===== src/design/but_pkg.sv =====
/*
 * Shared constants and types of the basic update timer: register offsets,
 * field positions, reset values and trigger-source encodings.
 * Assumes a 16-bit register data path with byte addresses on an 8-bit bus.
 */
package but_pkg;

    // ************************************************************
    // Widths
    // ************************************************************
    localparam int ADDR_W = 8;
    localparam int DATA_W = 16;
    localparam int CNT_W  = 16;
    localparam int PSC_W  = 16;
    localparam int MMS_W  = 3;

    // ************************************************************
    // Register offsets
    // ************************************************************
    localparam logic [ADDR_W-1:0] OFS_CONTROL_ONE   = 8'h00;
    localparam logic [ADDR_W-1:0] OFS_CONTROL_TWO   = 8'h04;
    localparam logic [ADDR_W-1:0] OFS_ENABLE        = 8'h0c;
    localparam logic [ADDR_W-1:0] OFS_STATUS_FLAG   = 8'h10;
    localparam logic [ADDR_W-1:0] OFS_EVENT_TRIGGER = 8'h14;
    localparam logic [ADDR_W-1:0] OFS_COUNTER_VALUE = 8'h24;
    localparam logic [ADDR_W-1:0] OFS_PRESCALE     = 8'h28;
    localparam logic [ADDR_W-1:0] OFS_RELOAD_VALUE  = 8'h2c;

    // ************************************************************
    // Field positions
    // ************************************************************
    localparam int BIT_COUNTER_ENABLE = 0;
    localparam int BIT_UPDATE_DISABLE = 1;
    localparam int BIT_REQUEST_SOURCE = 2;
    localparam int BIT_ONE_PULSE      = 3;
    localparam int BIT_RELOAD_BUFFER  = 7;
    localparam int BIT_MMS_LSB        = 4;
    localparam int BIT_IRQ_ENABLE     = 0;
    localparam int BIT_DMA_ENABLE     = 8;
    localparam int BIT_UPDATE_FLAG    = 0;
    localparam int BIT_UPDATE_GEN     = 0;

    // ************************************************************
    // Reset values
    // ************************************************************
    localparam logic [CNT_W-1:0]  RST_COUNTER  = 16'h0000;
    localparam logic [PSC_W-1:0]  RST_PRESCALE = 16'h0000;
    localparam logic [CNT_W-1:0]  RST_RELOAD   = 16'hffff;
    localparam logic [DATA_W-1:0] RD_IDLE      = 16'h0000;

    // ************************************************************
    // Trigger output sources
    // ************************************************************
    typedef enum logic [MMS_W-1:0] {
        MMS_RESET  = 3'h0,
        MMS_ENABLE = 3'h1,
        MMS_UPDATE = 3'h2
    } but_mms_e;

    // ************************************************************
    // Control fields
    // ************************************************************
    typedef struct packed {
        logic reload_buffer_enable;
        logic one_pulse;
        logic update_request_source;
        logic update_disable;
        logic counter_enable_bit;
    } but_ctrl_s;

    localparam but_ctrl_s RST_CTRL = 5'h00;

endpackage


===== src/design/but_timer.sv =====
/*
 * Basic update timer: 16-bit auto-reload upcounter fed by a buffered
 * 16-bit prescaler, with update flag, interrupt and DMA request outputs
 * and a trigger output for a converter or slave timers.
 * Assumes a register master on the same clock with one-cycle strobes and
 * a slave mode controller, if any, driving slave_update_req on clk.
 */
// Implementation choices: the plain strobed port and the register addresses.
// Summary of operation
// - 16-bit auto-reload counter clocked by prescaler
// - 16-bit prescaler divides clock by 1..65536
// - Counter, reload, prescale readable and writable anytime
// - Reload accesses hit preload, not shadow
// - Preload copies continuously, or at update if buffered
// - Overflow makes update event unless updates disabled
// - Counter advances only on enabled prescaler tick
// - Run signal follows enable one cycle later
// - New prescale ratio applies at next update
// - Count 0 to reload, wrap, flag overflow
// - Generate command or slave request makes update
// - Disabled updates keep shadows; generate still restarts
// - Request source set: generate updates without flag
// - Update event sets update flag per source
// - Update loads prescale buffer and reload shadow
// - Trigger output paces the converter
// - Overflow update can raise interrupt or DMA
// - Instance self-contained, nothing shared
// - Buffer control 0 immediate, 1 until update
// - Hardware sets flag, software clears it
// - Flag interrupts only while interrupt enabled
// - Update source selected drives trigger output
`timescale 1ns/1ns

module but_timer #(
    parameter int CNT_W = but_pkg::CNT_W,
    parameter int PSC_W = but_pkg::PSC_W
) (
    input  wire logic                       clk,
    input  wire logic                       rst_n,
    input  wire logic                       clk_en,
    input  wire logic [but_pkg::ADDR_W-1:0] reg_addr,
    input  wire logic [but_pkg::DATA_W-1:0] reg_wdata,
    input  wire logic                       reg_wr,
    input  wire logic                       reg_rd,
    output logic      [but_pkg::DATA_W-1:0] reg_rdata,
    input  wire logic                       slave_update_req,
    output logic                            update_irq,
    output logic                            update_dma_req,
    output logic                            trigger_output
);

    // ************************************************************
    // State
    // ************************************************************
    but_pkg::but_ctrl_s              ctrl_q;
    logic [but_pkg::MMS_W-1:0]       master_mode_select_q;
    logic                            update_irq_enable_q;
    logic                            update_dma_enable_q;
    logic                            update_flag_q;
    logic                            counter_run_signal_q;
    logic [CNT_W-1:0]                counter_value_q;
    logic [PSC_W-1:0]                prescale_ratio_q;
    logic [PSC_W-1:0]                prescale_buffer_q;
    logic [PSC_W-1:0]                prescale_count_q;
    logic [CNT_W-1:0]                reload_value_q;
    logic [CNT_W-1:0]                reload_shadow_q;
    logic [but_pkg::DATA_W-1:0]      reg_rdata_q;
    logic                            dma_req_q;
    logic                            trigger_q;

    // ************************************************************
    // Decode
    // ************************************************************
    logic wr_ctrl_one;
    logic wr_ctrl_two;
    logic wr_enable;
    logic wr_status;
    logic wr_event;
    logic wr_counter;
    logic wr_prescale;
    logic wr_reload;

    assign wr_ctrl_one = reg_wr && (reg_addr == but_pkg::OFS_CONTROL_ONE);
    assign wr_ctrl_two = reg_wr && (reg_addr == but_pkg::OFS_CONTROL_TWO);
    assign wr_enable   = reg_wr && (reg_addr == but_pkg::OFS_ENABLE);
    assign wr_status   = reg_wr && (reg_addr == but_pkg::OFS_STATUS_FLAG);
    assign wr_event    = reg_wr && (reg_addr == but_pkg::OFS_EVENT_TRIGGER);
    assign wr_counter  = reg_wr && (reg_addr == but_pkg::OFS_COUNTER_VALUE);
    assign wr_prescale = reg_wr && (reg_addr == but_pkg::OFS_PRESCALE);
    assign wr_reload   = reg_wr && (reg_addr == but_pkg::OFS_RELOAD_VALUE);

    // ************************************************************
    // Events
    // ************************************************************
    logic update_generate_cmd;
    logic count_clock_tick;
    logic counter_overflow;
    logic update_event;
    logic flag_set;

    // Write pulse only: nothing is stored, so the bit reads zero
    assign update_generate_cmd =
        (wr_event && reg_wdata[but_pkg::BIT_UPDATE_GEN])
        || slave_update_req;

    assign count_clock_tick = counter_run_signal_q
        && (prescale_count_q == prescale_buffer_q);

    assign counter_overflow = count_clock_tick
        && (counter_value_q == reload_shadow_q);

    assign update_event = !ctrl_q.update_disable
        && (counter_overflow || update_generate_cmd);

    // Generated updates set the flag only when the source allows it
    assign flag_set = !ctrl_q.update_disable
        && (counter_overflow
            || (update_generate_cmd
                && !ctrl_q.update_request_source));

    // ************************************************************
    // Control registers
    // ************************************************************
    always_ff @(posedge clk or negedge rst_n) begin
        if (!rst_n) begin
            ctrl_q <= but_pkg::RST_CTRL;
        end else if (clk_en) begin
            if (wr_ctrl_one) begin
                ctrl_q.counter_enable_bit <=
                    reg_wdata[but_pkg::BIT_COUNTER_ENABLE];
                ctrl_q.update_disable <=
                    reg_wdata[but_pkg::BIT_UPDATE_DISABLE];
                ctrl_q.update_request_source <=
                    reg_wdata[but_pkg::BIT_REQUEST_SOURCE];
                ctrl_q.one_pulse <= reg_wdata[but_pkg::BIT_ONE_PULSE];
                ctrl_q.reload_buffer_enable <=
                    reg_wdata[but_pkg::BIT_RELOAD_BUFFER];
            end
            // One-pulse mode stops the counter at its update
            if (update_event && ctrl_q.one_pulse) begin
                ctrl_q.counter_enable_bit <= 1'b0;
            end
        end
    end

    always_ff @(posedge clk or negedge rst_n) begin
        if (!rst_n) begin
            master_mode_select_q <= but_pkg::MMS_RESET;
            update_irq_enable_q  <= 1'b0;
            update_dma_enable_q  <= 1'b0;
        end else if (clk_en) begin
            if (wr_ctrl_two) begin
                master_mode_select_q <=
                    reg_wdata[but_pkg::BIT_MMS_LSB +: but_pkg::MMS_W];
            end
            if (wr_enable) begin
                update_irq_enable_q <= reg_wdata[but_pkg::BIT_IRQ_ENABLE];
                update_dma_enable_q <= reg_wdata[but_pkg::BIT_DMA_ENABLE];
            end
        end
    end

    // ************************************************************
    // Counter run signal
    // ************************************************************
    always_ff @(posedge clk or negedge rst_n) begin
        if (!rst_n) begin
            counter_run_signal_q <= 1'b0;
        end else if (clk_en) begin
            counter_run_signal_q <= ctrl_q.counter_enable_bit;
        end
    end

    // ************************************************************
    // Prescaler
    // ************************************************************
    always_ff @(posedge clk or negedge rst_n) begin
        if (!rst_n) begin
            prescale_ratio_q <= but_pkg::RST_PRESCALE;
        end else if (clk_en) begin
            if (wr_prescale) begin
                prescale_ratio_q <= reg_wdata[PSC_W-1:0];
            end
        end
    end

    always_ff @(posedge clk or negedge rst_n) begin
        if (!rst_n) begin
            prescale_buffer_q <= but_pkg::RST_PRESCALE;
        end else if (clk_en) begin
            if (update_event) begin
                prescale_buffer_q <= prescale_ratio_q;
            end
        end
    end

    always_ff @(posedge clk or negedge rst_n) begin
        if (!rst_n) begin
            prescale_count_q <= but_pkg::RST_PRESCALE;
        end else if (clk_en) begin
            // Restart happens even with updates disabled
            if (update_generate_cmd) begin
                prescale_count_q <= '0;
            end else if (count_clock_tick) begin
                prescale_count_q <= '0;
            end else if (counter_run_signal_q) begin
                prescale_count_q <= prescale_count_q + 1'b1;
            end
        end
    end

    // ************************************************************
    // Counter
    // ************************************************************
    always_ff @(posedge clk or negedge rst_n) begin
        if (!rst_n) begin
            counter_value_q <= but_pkg::RST_COUNTER;
        end else if (clk_en) begin
            if (wr_counter) begin
                counter_value_q <= reg_wdata[CNT_W-1:0];
            end else if (update_generate_cmd) begin
                counter_value_q <= '0;
            end else if (counter_overflow) begin
                counter_value_q <= '0;
            end else if (count_clock_tick) begin
                counter_value_q <= counter_value_q + 1'b1;
            end
        end
    end

    // ************************************************************
    // Auto-reload
    // ************************************************************
    always_ff @(posedge clk or negedge rst_n) begin
        if (!rst_n) begin
            reload_value_q <= but_pkg::RST_RELOAD;
        end else if (clk_en) begin
            if (wr_reload) begin
                reload_value_q <= reg_wdata[CNT_W-1:0];
            end
        end
    end

    always_ff @(posedge clk or negedge rst_n) begin
        if (!rst_n) begin
            reload_shadow_q <= but_pkg::RST_RELOAD;
        end else if (clk_en) begin
            if (!ctrl_q.reload_buffer_enable) begin
                reload_shadow_q <= reload_value_q;
            end else if (update_event) begin
                reload_shadow_q <= reload_value_q;
            end
        end
    end

    // ************************************************************
    // Update flag and requests
    // ************************************************************
    always_ff @(posedge clk or negedge rst_n) begin
        if (!rst_n) begin
            update_flag_q <= 1'b0;
        end else if (clk_en) begin
            // A set in the clearing cycle wins
            if (flag_set) begin
                update_flag_q <= 1'b1;
            end else if (wr_status
                         && !reg_wdata[but_pkg::BIT_UPDATE_FLAG]) begin
                update_flag_q <= 1'b0;
            end
        end
    end

    assign update_irq = update_flag_q && update_irq_enable_q;

    always_ff @(posedge clk or negedge rst_n) begin
        if (!rst_n) begin
            dma_req_q <= 1'b0;
        end else if (clk_en) begin
            dma_req_q <= flag_set && update_dma_enable_q;
        end
    end

    assign update_dma_req = dma_req_q;

    // ************************************************************
    // Trigger output
    // ************************************************************
    always_ff @(posedge clk or negedge rst_n) begin
        if (!rst_n) begin
            trigger_q <= 1'b0;
        end else if (clk_en) begin
            case (master_mode_select_q)
                but_pkg::MMS_RESET: begin
                    trigger_q <= update_generate_cmd;
                end
                but_pkg::MMS_ENABLE: begin
                    trigger_q <= counter_run_signal_q;
                end
                but_pkg::MMS_UPDATE: begin
                    trigger_q <= update_event;
                end
                default: begin
                    trigger_q <= 1'b0;
                end
            endcase
        end
    end

    assign trigger_output = trigger_q;

    // ************************************************************
    // Read port
    // ************************************************************
    always_ff @(posedge clk or negedge rst_n) begin
        if (!rst_n) begin
            reg_rdata_q <= but_pkg::RD_IDLE;
        end else if (clk_en) begin
            reg_rdata_q <= but_pkg::RD_IDLE;
            if (reg_rd) begin
                case (reg_addr)
                    but_pkg::OFS_CONTROL_ONE: begin
                        reg_rdata_q[but_pkg::BIT_COUNTER_ENABLE] <=
                            ctrl_q.counter_enable_bit;
                        reg_rdata_q[but_pkg::BIT_UPDATE_DISABLE] <=
                            ctrl_q.update_disable;
                        reg_rdata_q[but_pkg::BIT_REQUEST_SOURCE] <=
                            ctrl_q.update_request_source;
                        reg_rdata_q[but_pkg::BIT_ONE_PULSE] <=
                            ctrl_q.one_pulse;
                        reg_rdata_q[but_pkg::BIT_RELOAD_BUFFER] <=
                            ctrl_q.reload_buffer_enable;
                    end
                    but_pkg::OFS_CONTROL_TWO: begin
                        reg_rdata_q[but_pkg::BIT_MMS_LSB +: but_pkg::MMS_W]
                            <= master_mode_select_q;
                    end
                    but_pkg::OFS_ENABLE: begin
                        reg_rdata_q[but_pkg::BIT_IRQ_ENABLE] <=
                            update_irq_enable_q;
                        reg_rdata_q[but_pkg::BIT_DMA_ENABLE] <=
                            update_dma_enable_q;
                    end
                    but_pkg::OFS_STATUS_FLAG: begin
                        reg_rdata_q[but_pkg::BIT_UPDATE_FLAG] <=
                            update_flag_q;
                    end
                    but_pkg::OFS_COUNTER_VALUE: begin
                        reg_rdata_q[CNT_W-1:0] <= counter_value_q;
                    end
                    but_pkg::OFS_PRESCALE: begin
                        reg_rdata_q[PSC_W-1:0] <= prescale_ratio_q;
                    end
                    but_pkg::OFS_RELOAD_VALUE: begin
                        reg_rdata_q[CNT_W-1:0] <= reload_value_q;
                    end
                    default: begin
                        reg_rdata_q <= but_pkg::RD_IDLE;
                    end
                endcase
            end
        end
    end

    assign reg_rdata = reg_rdata_q;

endmodule


===== config.mk =====
export PLATFORM = sky130hd
export DESIGN_NAME = but_timer
export DESIGN_NICKNAME = d
export VERILOG_FILES = /design/src/design/but_pkg.sv /design/src/design/but_timer.sv
export SDC_FILE = /design/constraint.sdc
export NUM_CORES = 1
export LEC_CHECK = 0
export BUFFER_PORTS_ARGS = -buffer_cell sky130_fd_sc_hd__buf_2
export CORE_ASPECT_RATIO = 0.8
export CORE_MARGIN = 1
export CORE_UTILIZATION = 30
export DETAILED_ROUTE_END_ITERATION = 8
export REMOVE_ABC_BUFFERS = 1
export SYNTH_ARGS = -nofsm -noshare
export SYNTH_HDL_FRONTEND = slang
export SYNTH_SLANG_ARGS = --single-unit

===== constraint.sdc =====
create_clock -name clk -period 3.99 [get_ports clk]
set_input_delay 0.798 -clock clk [delete_from_list [all_inputs] [get_ports clk]]
set_output_delay 0.798 -clock clk [all_outputs]
set_load 0.02 [all_outputs]

==> summary.txt, run 1 <==
worst-path maximum fanout: 17
row count: 47
layout cells sized above 1: 0.344
maximum clock path buffer count: 2
Setup TNS: 0 ns
vias in the first global route: 4,978
dpl cells: 876
ANT nets after route: 0
Hold Fails Final Rpt: 0
antenna diode count: 0
RSZ-0062 raised after global routing: no
Pins Over Slew Limit: 0
Synth Warn #: 0
post-route minimum period: 2.99 ns
Post-Syn Area: 0.00650 mm²
commonest non-fill, non-tap cell in the layout: dfrtp_1
syn avg cell area: 11.4 µm²
Max-slew headroom: 0.252
first-pass GRT wire length: 29.6 mm
Clk Latency, worst-skew pair: 0.41 ns
Worst Setup Start Kind: flip-flop
die area: 0.0223 mm²
Max rail drop VDD: 0.238 mV
DR DRC count: 5
failing checks: DRC
Register Area: 0.00319 mm²
Seq/Total Area, Yosys: 0.491
crit path to: prescale_buffer_q[15]$_DFFE_PN0P_
core area: 0.0209 mm²
PwrDens: 433 mW/mm²
via count: 5,012
area post-placement: 0.00707 mm²
reg2reg setup slack: 1.0 ns
ys flop type: dfrtp_1
cell count after synthesis: 568
Setup Fix Bufs, Post-CTS: 0
MaxCap Viol Count: 0
final worst-path cycle share: 0.750
multi-input logic area: 0.00317 mm²
P&R area growth vs syn: 18.1%
Root Driver: clkbuf_16
WP data required: 4.28 ns
CTS buffer count: 17
initial antenna violation count: 0
gr usage total: 0.174
HPWL Detailed: 13.1 mm
CTS H-tree lvls: 4
CTS tree: yes
Leak: 3.25 nW
design area: 0.00768 mm²
violation count after the first detailed-route iteration: 533
largest net degree at the start of global routing: 49
final WL: 18.5 mm
port bufs: 48
Final setup violation count: 0
crit path capture type: flip-flop
GP Congestion: 0.838
dpl ws: 0.817 ns
fmax: 334 MHz
post-cts hold buffer count: 0
fin cells: 908
# fillers: 2,110
chip height: 134 µm
WL/cell: 20.4 µm
Critical Path Start: counter_value_q[12]$_DFFE_PN0P_
Synth Register Bits: 126
commonest non-fill, non-tap cells in the layout: 94 x dfrtp_1, 67 x mux2_2, 47 x buf_2, 41 x nand2_1, 34 x xnor2_1
Reg2Reg Depth: 6
initial cell density of the core: 0.311
Worst-Margin Slew: 1.12 ns
final worst setup slack: 0.997 ns
Chip Width: 167 µm
number of synthesized flops with an enable pin: 0
clk_skew: 0.00830 ns
nets: 658
Async S/R FF share, synth: 1.00
status: finished, violations left
Vias/cell: 5.52
clock slew at reported path FFs: 0.06 ns
CTS sink cnt: 126
drt first pass iters: 9
Resized cells post-CTS: 0
worst min-delay path category: input port to async pin
Yosys cell types: 67
worst r2r src: counter_value_q[12]$_DFFE_PN0P_
CP Data Arrival Time: 3.29 ns
I/O pin count: 49
Setup CP Type: flip-flop to flip-flop
total gr overflow: 0
RR Endpoint: prescale_buffer_q[15]$_DFFE_PN0P_
==> worst min-delay path by stage <==
stage / startpoint / to
finish: rst_n / prescale_buffer_q[11]$_DFFE_PN0P_
global route: rst_n / prescale_buffer_q[11]$_DFFE_PN0P_
CTS: rst_n / reg_rdata[13]$_DFFE_PN0P_
detailed placement: reg_rdata[0]$_DFFE_PN0P_ / reg_rdata[0]$_DFFE_PN0P_
global placement: reg_rdata[10]$_DFFE_PN0P_ / reg_rdata[10]$_DFFE_PN0P_
floorplan: ctrl_q[3]$_DFFE_PN0P_ / ctrl_q[0]$_DFFE_PN0P_
==> metrics by stage <==
stage | hold slack [ns] | total power [W] | utilization
global placement | 0.466 | 0.00174 | 0.338
finish | 0.394 | 0.00332 | 0.367
floorplan | 0.437 | 0.00160 | -
detailed placement | 0.468 | 0.00174 | 0.338
global route | 0.432 | 0.00345 | 0.367
CTS | 0.417 | 0.00334 | 0.367
==> critical path: stages, from the launching register on <==
cell	delay [ns]
dfrtp_1	0.50
xnor2_1	0.21
nand4_1	0.28
nor4_4	0.53
nand3_4	0.27
a21boi_4	0.66
mux2_2	0.41
==> cell type report <==
cell class	count	share of cell area
flip-flops and latches	126	0.416
multi-input cells	415	0.412
clock buffers	19	0.0577
repair buffers	62	0.0469
well taps	269	0.0438
clock inverters	13	0.0215
inverters	4	0.00195
==> report_power, final <==
part	leakage (nW)	internal, W	total, W	switching, W
logic	1.35	0.000129	0.000310	0.000180
clock network	0.286	0.00100	0.00160	0.000597
registers	1.61	0.00134	0.00142	0.0000791
==> flip-flops by register name, indices dropped and copies added, names as in the netlist, 3 cells and up <==
register / cells
prescale_count_q: 16
reg_rdata: 16
prescale_ratio_q: 16
prescale_buffer_q: 16
counter_value_q: 16
reload_value_q: 16
reload_shadow_q: 16
ctrl_q: 5
master_mode_select_q: 3
==> cell families (layout without fill, tap and decap cells) <==
kind of cell	after synthesis	count (layout)	synth area share
simple gates	174	174	0.149
flops	126	126	0.491
compound gates	122	122	0.139
mux	81	81	0.145
xor+xnor	36	36	0.0497
buf+inv	27	98	0.0223
fa+ha+maj	2	2	0.00385
==> metal layers <==
| layer | GRT usage | part of all wire | up-vias |
|---|---|---|---|
| met3 | 0.0499 | 0.082 | 14 |
| met5 | 0 | 0 | - |
| met1 | 0.265 | 0.50 | 2516 |
| met2 | 0.236 | 0.41 | 210 |
| li1 | - | - | 2272 |
| met4 | 0.0386 | 0.0092 | 0 |
==> synthesized netlist by cell type (14+ instances only) <==
library cell  number  share of area
dfrtp_1           94           0.36
mux2_2            67           0.12
nand2_1           41          0.024
xnor2_1           34          0.046
dfstp_2           32           0.13
nor2_1            26          0.015
nand3_1           22          0.017
a22oi_1           21          0.024
o21ai_0           20          0.015
a21oi_1           17          0.013
nor3_1            16          0.012
clkbuf_1          14         0.0081
No activity file was read; power rests on OpenSTA's default activity.
==> inputs of run 2 (changes only) <==
Clock period 3.99 ns to 2.7 ns, I/O delays scaled along.
==> summary.txt, run 2 (same netlist as run 1, synthesis figures left out) <==
status: finished, violations left (unchanged)
failing checks: DRC (unchanged)
Setup Fix Bufs, Post-CTS: 0 (unchanged)
Worst-Margin Slew: 0.627 ns (was 1.12 ns)
ANT nets after route: 0 (unchanged)
vias in the first global route: 5,067 (was 4,978)
Max-slew headroom: 0.582 (was 0.252)
RSZ-0062 raised after global routing: no (unchanged)
WP data required: 3.00 ns (was 4.28 ns)
CTS H-tree lvls: 4 (unchanged)
MaxCap Viol Count: 0 (unchanged)
dpl ws: 0.261 ns (was 0.817 ns)
HPWL Detailed: 13.6 mm (was 13.1 mm)
Root Driver: clkbuf_16 (unchanged)
CTS buffer count: 17 (unchanged)
post-cts hold buffer count: 0 (unchanged)
final worst-path cycle share: 0.926 (was 0.750)
via count: 5,098 (was 5,012)
P_sw: 0.00130 W (was 0.000856 W)
Sequential Power Share: 0.405 (was 0.426)
WL/cell: 20.2 µm (was 20.4 µm)
gr usage total: 0.180 (was 0.174)
initial cell density of the core: 0.311 (unchanged)
Resized cells post-CTS: 0 (unchanged)
CTS tree: yes (unchanged)
largest net degree at the start of global routing: 49 (unchanged)
CTS sink cnt: 126 (unchanged)
Gate power share: 0.106 (was 0.093)
nets: 689 (was 658)
clk_skew: 0.0114 ns (was 0.00830 ns)
P&R area growth vs syn: 22.5% (was 18.1%)
worst-path maximum fanout: 16 (was 17)
sw frac: 0.256 (was 0.258)
Internal Power: 0.00378 W (was 0.00247 W)
post-route minimum period: 2.50 ns (was 2.99 ns)
chip height: 134 µm (unchanged)
Chip Width: 167 µm (unchanged)
final WL: 18.9 mm (was 18.5 mm)
CP Data Arrival Time: 2.80 ns (was 3.29 ns)
drt first pass iters: 8 (was 9)
PwrDens: 639 mW/mm² (was 433 mW/mm²)
DR DRC count: 5 (unchanged)
GP Congestion: 0.855 (was 0.838)
design area: 0.00796 mm² (was 0.00768 mm²)
fmax: 400 MHz (was 334 MHz)
violation count after the first detailed-route iteration: 487 (was 533)
first-pass GRT wire length: 30.3 mm (was 29.6 mm)
core area: 0.0209 mm² (unchanged)
Setup CP Type: flip-flop to flip-flop (unchanged)
Max rail drop VDD: 0.377 mV (was 0.238 mV)
initial antenna violation count: 0 (unchanged)
Worst Setup Start Kind: flip-flop (unchanged)
maximum clock path buffer count: 2 (unchanged)
antenna diode count: 0 (unchanged)
I/O pin count: 49 (unchanged)
row count: 47 (unchanged)
Clk Latency, worst-skew pair: 0.42 ns (was 0.41 ns)
Register Area: 0.00319 mm² (unchanged)
commonest non-fill, non-tap cell in the layout: dfrtp_1 (unchanged)
area post-placement: 0.00733 mm² (was 0.00707 mm²)
Leak: 3.43 nW (was 3.25 nW)
die area: 0.0223 mm² (unchanged)
Clk pwr share: 0.488 (was 0.481)
commonest non-fill, non-tap cells in the layout: 94 x dfrtp_1, 67 x mux2_2, 47 x buf_2, 43 x buf_4, 41 x nand2_1 (was 94 x dfrtp_1, 67 x mux2_2, 47 x buf_2, 41 x nand2_1, 34 x xnor2_1)
total gr overflow: 0 (unchanged)
final worst setup slack: 0.199 ns (was 0.997 ns)
Setup TNS: 0 ns (unchanged)
Pins Over Slew Limit: 0 (unchanged)
Vias/cell: 5.43 (was 5.52)
multi-input logic area: 0.00317 mm² (unchanged)
Final setup violation count: 0 (unchanged)
layout cells sized above 1: 0.373 (was 0.344)
worst min-delay path category: input port to async pin (unchanged)
crit path capture type: flip-flop (unchanged)
Fin Hold WS: 0.136 ns (was 0.394 ns)
# fillers: 2,054 (was 2,110)
clock slew at reported path FFs: 0.06 ns (about the same)
Hold Fails Final Rpt: 0 (unchanged)
port bufs: 48 (unchanged)
## run 2: per-stage QoR
step                      cells  power [W]  utilization
after detailed placement    907    0.00263        0.350
after global routing        939    0.00527        0.380
after floorplan             545    0.00236            -
after CTS                   939    0.00512        0.380
after global placement      907    0.00262        0.350
final                       939    0.00509        0.380
## run 2: power by group through the flow
stage | Clock [W] | Combinational [W] | Sequential [W]
after global placement | 0 | 0.000527 | 0.00209
final | 0.00248 | 0.000541 | 0.00206
after floorplan | 0 | 0.000277 | 0.00208
after global routing | 0.00261 | 0.000591 | 0.00207
after CTS | 0.00252 | 0.000538 | 0.00206
after detailed placement | 0 | 0.000532 | 0.00209
## run 2: final cells by class
type | count | share of cell area
clock buffer | 20 | 0.0561
clock inverter | 12 | 0.0231
inverter | 4 | 0.00189
multi-input combinational | 415 | 0.398
sequential | 126 | 0.401
tap | 269 | 0.0423
timing repair buffer | 93 | 0.0776
## run 2: path summary, 6_finish.rpt
path | start | end | slack [ns] | depth (start not counted)
max in group asynchronous | rst_n | reload_shadow_q[5]$_DFFE_PN1P_ | 1.81 | 2
worst min register to register | reg_rdata[0]$_DFFE_PN0P_ | reg_rdata[0]$_DFFE_PN0P_ | 0.48 | 1
worst max-delay path | reload_shadow_q[2]$_DFFE_PN1P_ | prescale_buffer_q[3]$_DFFE_PN0P_ | 0.20 | 7
worst max register to register | reload_shadow_q[2]$_DFFE_PN1P_ | prescale_buffer_q[3]$_DFFE_PN0P_ | 0.20 | 7
worst min-delay path | rst_n | prescale_buffer_q[12]$_DFFE_PN0P_ | 0.14 | 1
min in group clk | reg_wdata[13] | counter_value_q[13]$_DFFE_PN0P_ | 0.37 | 3
## run 2: routing by layer
layer  routed length (µm)  GRT usage
met4                  184     0.0406
met5                    0          0
met2                 7660      0.244
met1                 9970      0.284
met3                 1130     0.0374
## run 2: critical path, stage by stage (launching register included)
cell and delay [ns]:
dfstp_2 0.57, xnor2_2 0.11, nand4_1 0.23, nor4_4 0.57
nand3_4 0.14, a21boi_4 0.22, buf_12 0.19, mux2_2 0.35
==> inputs of run 3 (changes only) <==
Settings changed: CORE_UTILIZATION 30 to 60, PLACE_DENSITY from default to 0.8, SETUP_SLACK_MARGIN from default to 0.5.
Clock period 2.7 ns to 3.2 ns, I/O delays scaled along.
==> summary.txt, run 3 (same netlist as run 1, synthesis figures left out) <==
WP data required: 3.50 ns (was 3.00 ns)
via count: 5,286 (was 5,098)
initial cell density of the core: 0.625 (was 0.311)
# fillers: 737 (was 2,054)
Design Power: 0.00425 W (was 0.00509 W)
I/O pin count: 49 (unchanged)
multi-input logic area: 0.00318 mm² (was 0.00317 mm²)
P&R area growth vs syn: 17.4% (was 22.5%)
row count: 33 (was 47)
layout cells sized above 1: 0.355 (was 0.373)
post-cts hold buffer count: 0 (unchanged)
Leak: 3.33 nW (was 3.43 nW)
final worst-path cycle share: 0.808 (was 0.926)
fmax: 387 MHz (was 400 MHz)
chip height: 95.1 µm (was 134 µm)
ANT nets after route: 0 (unchanged)
initial antenna violation count: 0 (unchanged)
CTS H-tree lvls: 4 (unchanged)
slowest CP cell: dfstp_2 (unchanged)
CP Data Arrival Time: 2.88 ns (was 2.80 ns)
largest net degree at the start of global routing: 53 (was 49)
MaxCap Viol Count: 0 (unchanged)
Max-slew headroom: 0.412 (was 0.582)
crit path capture type: flip-flop (unchanged)
Setup CP Type: flip-flop to flip-flop (unchanged)
Vias/cell: 6.71 (was 5.43)
first-pass GRT wire length: 28.8 mm (was 30.3 mm)
Clk pwr share: 0.491 (was 0.488)
Final setup violation count: 0 (unchanged)
Clk Latency, worst-skew pair: 0.42 ns (about the same)
post-route minimum period: 2.58 ns (was 2.50 ns)
violation count after the first detailed-route iteration: 554 (was 487)
clk_skew: 0.00694 ns (was 0.0114 ns)
Register Area: 0.00319 mm² (unchanged)
die area: 0.0113 mm² (was 0.0223 mm²)
Max rail drop VDD: 0.356 mV (was 0.377 mV)
vias in the first global route: 5,204 (was 5,067)
Chip Width: 118 µm (was 167 µm)
final WL: 18.2 mm (was 18.9 mm)
worst-path maximum fanout: 16 (unchanged)
Pins Over Slew Limit: 0 (unchanged)
WL/cell: 23.1 µm (was 20.2 µm)
worst min-delay path category: input port to async pin (unchanged)
status: finished clean (was finished, violations left)
port bufs: 48 (unchanged)
Root Driver: clkbuf_16 (unchanged)
DR DRC count: 0 (was 5)
Setup TNS: 0 ns (unchanged)
CTS buffer count: 17 (unchanged)
Gate power share: 0.093 (was 0.106)
HPWL Detailed: 11.9 mm (was 13.6 mm)
CP delay by family, top: simple AND/OR/NAND/NOR gates (unchanged)
P_sw: 0.00104 W (was 0.00130 W)
Worst-Margin Slew: 0.878 ns (was 0.627 ns)
core area: 0.0104 mm² (was 0.0209 mm²)
RSZ-0062 raised after global routing: no (unchanged)
max incr delay on CP: 0.54 ns (was 0.57 ns)
Sequential Power Share: 0.416 (was 0.405)
commonest non-fill, non-tap cells in the layout: 94 x dfrtp_1, 67 x mux2_2, 47 x buf_2, 41 x nand2_1, 34 x xnor2_1 (was 94 x dfrtp_1, 67 x mux2_2, 47 x buf_2, 43 x buf_4, 41 x nand2_1)
Hold Fails Final Rpt: 0 (unchanged)
gr usage total: 0.345 (was 0.180)
Internal Power: 0.00321 W (was 0.00378 W)
Bufs and invs on worst path: 2 (was 1)
total gr overflow: 0 (unchanged)
Worst Setup Start Kind: flip-flop (unchanged)
Post-Route Utilization: 0.734 (was 0.380)
sw frac: 0.244 (was 0.256)
CTS sink cnt: 126 (unchanged)
GP Congestion: 0.946 (was 0.855)
nets: 667 (was 689)
PwrDens: 557 mW/mm² (was 639 mW/mm²)
commonest non-fill, non-tap cell in the layout: dfrtp_1 (unchanged)
CP cell instances: xnor2_1 -> nand4_1 -> nor4_4 -> buf_4 -> nand3_4 -> a21boi_4 -> buf_6 -> mux2_2 (was xnor2_2 -> nand4_1 -> nor4_4 -> nand3_4 -> a21boi_4 -> buf_12 -> mux2_2)
maximum clock path buffer count: 2 (unchanged)
drt first pass iters: 6 (was 8)
antenna diode count: 0 (unchanged)
CTS tree: yes (unchanged)
clock slew at reported path FFs: 0.05 ns (was 0.06 ns)
[run 3: final timing paths]
| path | slack (ns) | cells after the start | start | to |
|---|---|---|---|---|
| min reg2reg | 0.49 | 1 | reg_rdata[11]$_DFFE_PN0P_ | reg_rdata[11]$_DFFE_PN0P_ |
| max | 0.62 | 8 | reload_shadow_q[5]$_DFFE_PN1P_ | prescale_buffer_q[4]$_DFFE_PN0P_ |
| max reg2reg | 0.62 | 8 | reload_shadow_q[5]$_DFFE_PN1P_ | prescale_buffer_q[4]$_DFFE_PN0P_ |
| max in group asynchronous | 2.08 | 2 | rst_n | reload_shadow_q[6]$_DFFE_PN1P_ |
| min in group clk | 0.49 | 1 | reg_rdata[11]$_DFFE_PN0P_ | reg_rdata[11]$_DFFE_PN0P_ |
| min | 0.23 | 1 | rst_n | prescale_count_q[11]$_DFFE_PN0P_ |
[run 3: power groups by stage]
stage,Sequential [W],Clock [W],Combinational (W)
after floorplan,0.00176,0,0.000234
after global placement,0.00178,0,0.000371
after detailed placement,0.00178,0,0.000383
after CTS,0.00176,0.00209,0.000390
after global routing,0.00177,0.00218,0.000429
final,0.00177,0.00209,0.000396
[run 3: repair_timing]
item / CTS / global route
endpoints found under the setup margin: 16 / 9
pin swaps: 0 / 1
gates resized for setup: 1 / 1
buffers inserted: 0 / 0
[run 3: layout make-up]
| class | count | area share |
|---|---|---|
| clock inverter | 11 | 0.0211 |
| multi-input combinational | 415 | 0.416 |
| clock buffer | 21 | 0.0630 |
| timing repair buffer | 71 | 0.0566 |
| inverter | 4 | 0.00197 |
| tap | 140 | 0.0230 |
| sequential | 126 | 0.418 |
[run 3: per-layer routing]
metal,wire (µm),GRT usage,share of wire,vias to the layer above
li1,-,-,-,2283
met1,7770,0.461,0.43,2642
met2,8030,0.521,0.44,307
met3,1700,0.0993,0.093,54
met4,681,0.172,0.037,0
met5,0,0,0,-
[run 3: worst register-to-register path, stage by stage, from the launching register on]
cell	delay [ns]
dfstp_2	0.54
xnor2_1	0.14
nand4_1	0.21
nor4_4	0.28
buf_4	0.27
nand3_4	0.20
a21boi_4	0.21
buf_6	0.24
mux2_2	0.39
[run 3: stage by stage]
step | instance area, µm² | setup WS [ns] | cells | hold slack, ns
5_1_grt | 7630 | 0.530 | 788 | 0.269
2_1_floorplan | 6370 | 0.470 | 545 | 0.344
3_5_place_dp | 6980 | 0.431 | 756 | 0.473
4_1_cts | 7630 | 0.600 | 788 | 0.252
6_report | 7630 | 0.615 | 788 | 0.227
3_3_place_gp | 6980 | 0.501 | 756 | 0.465
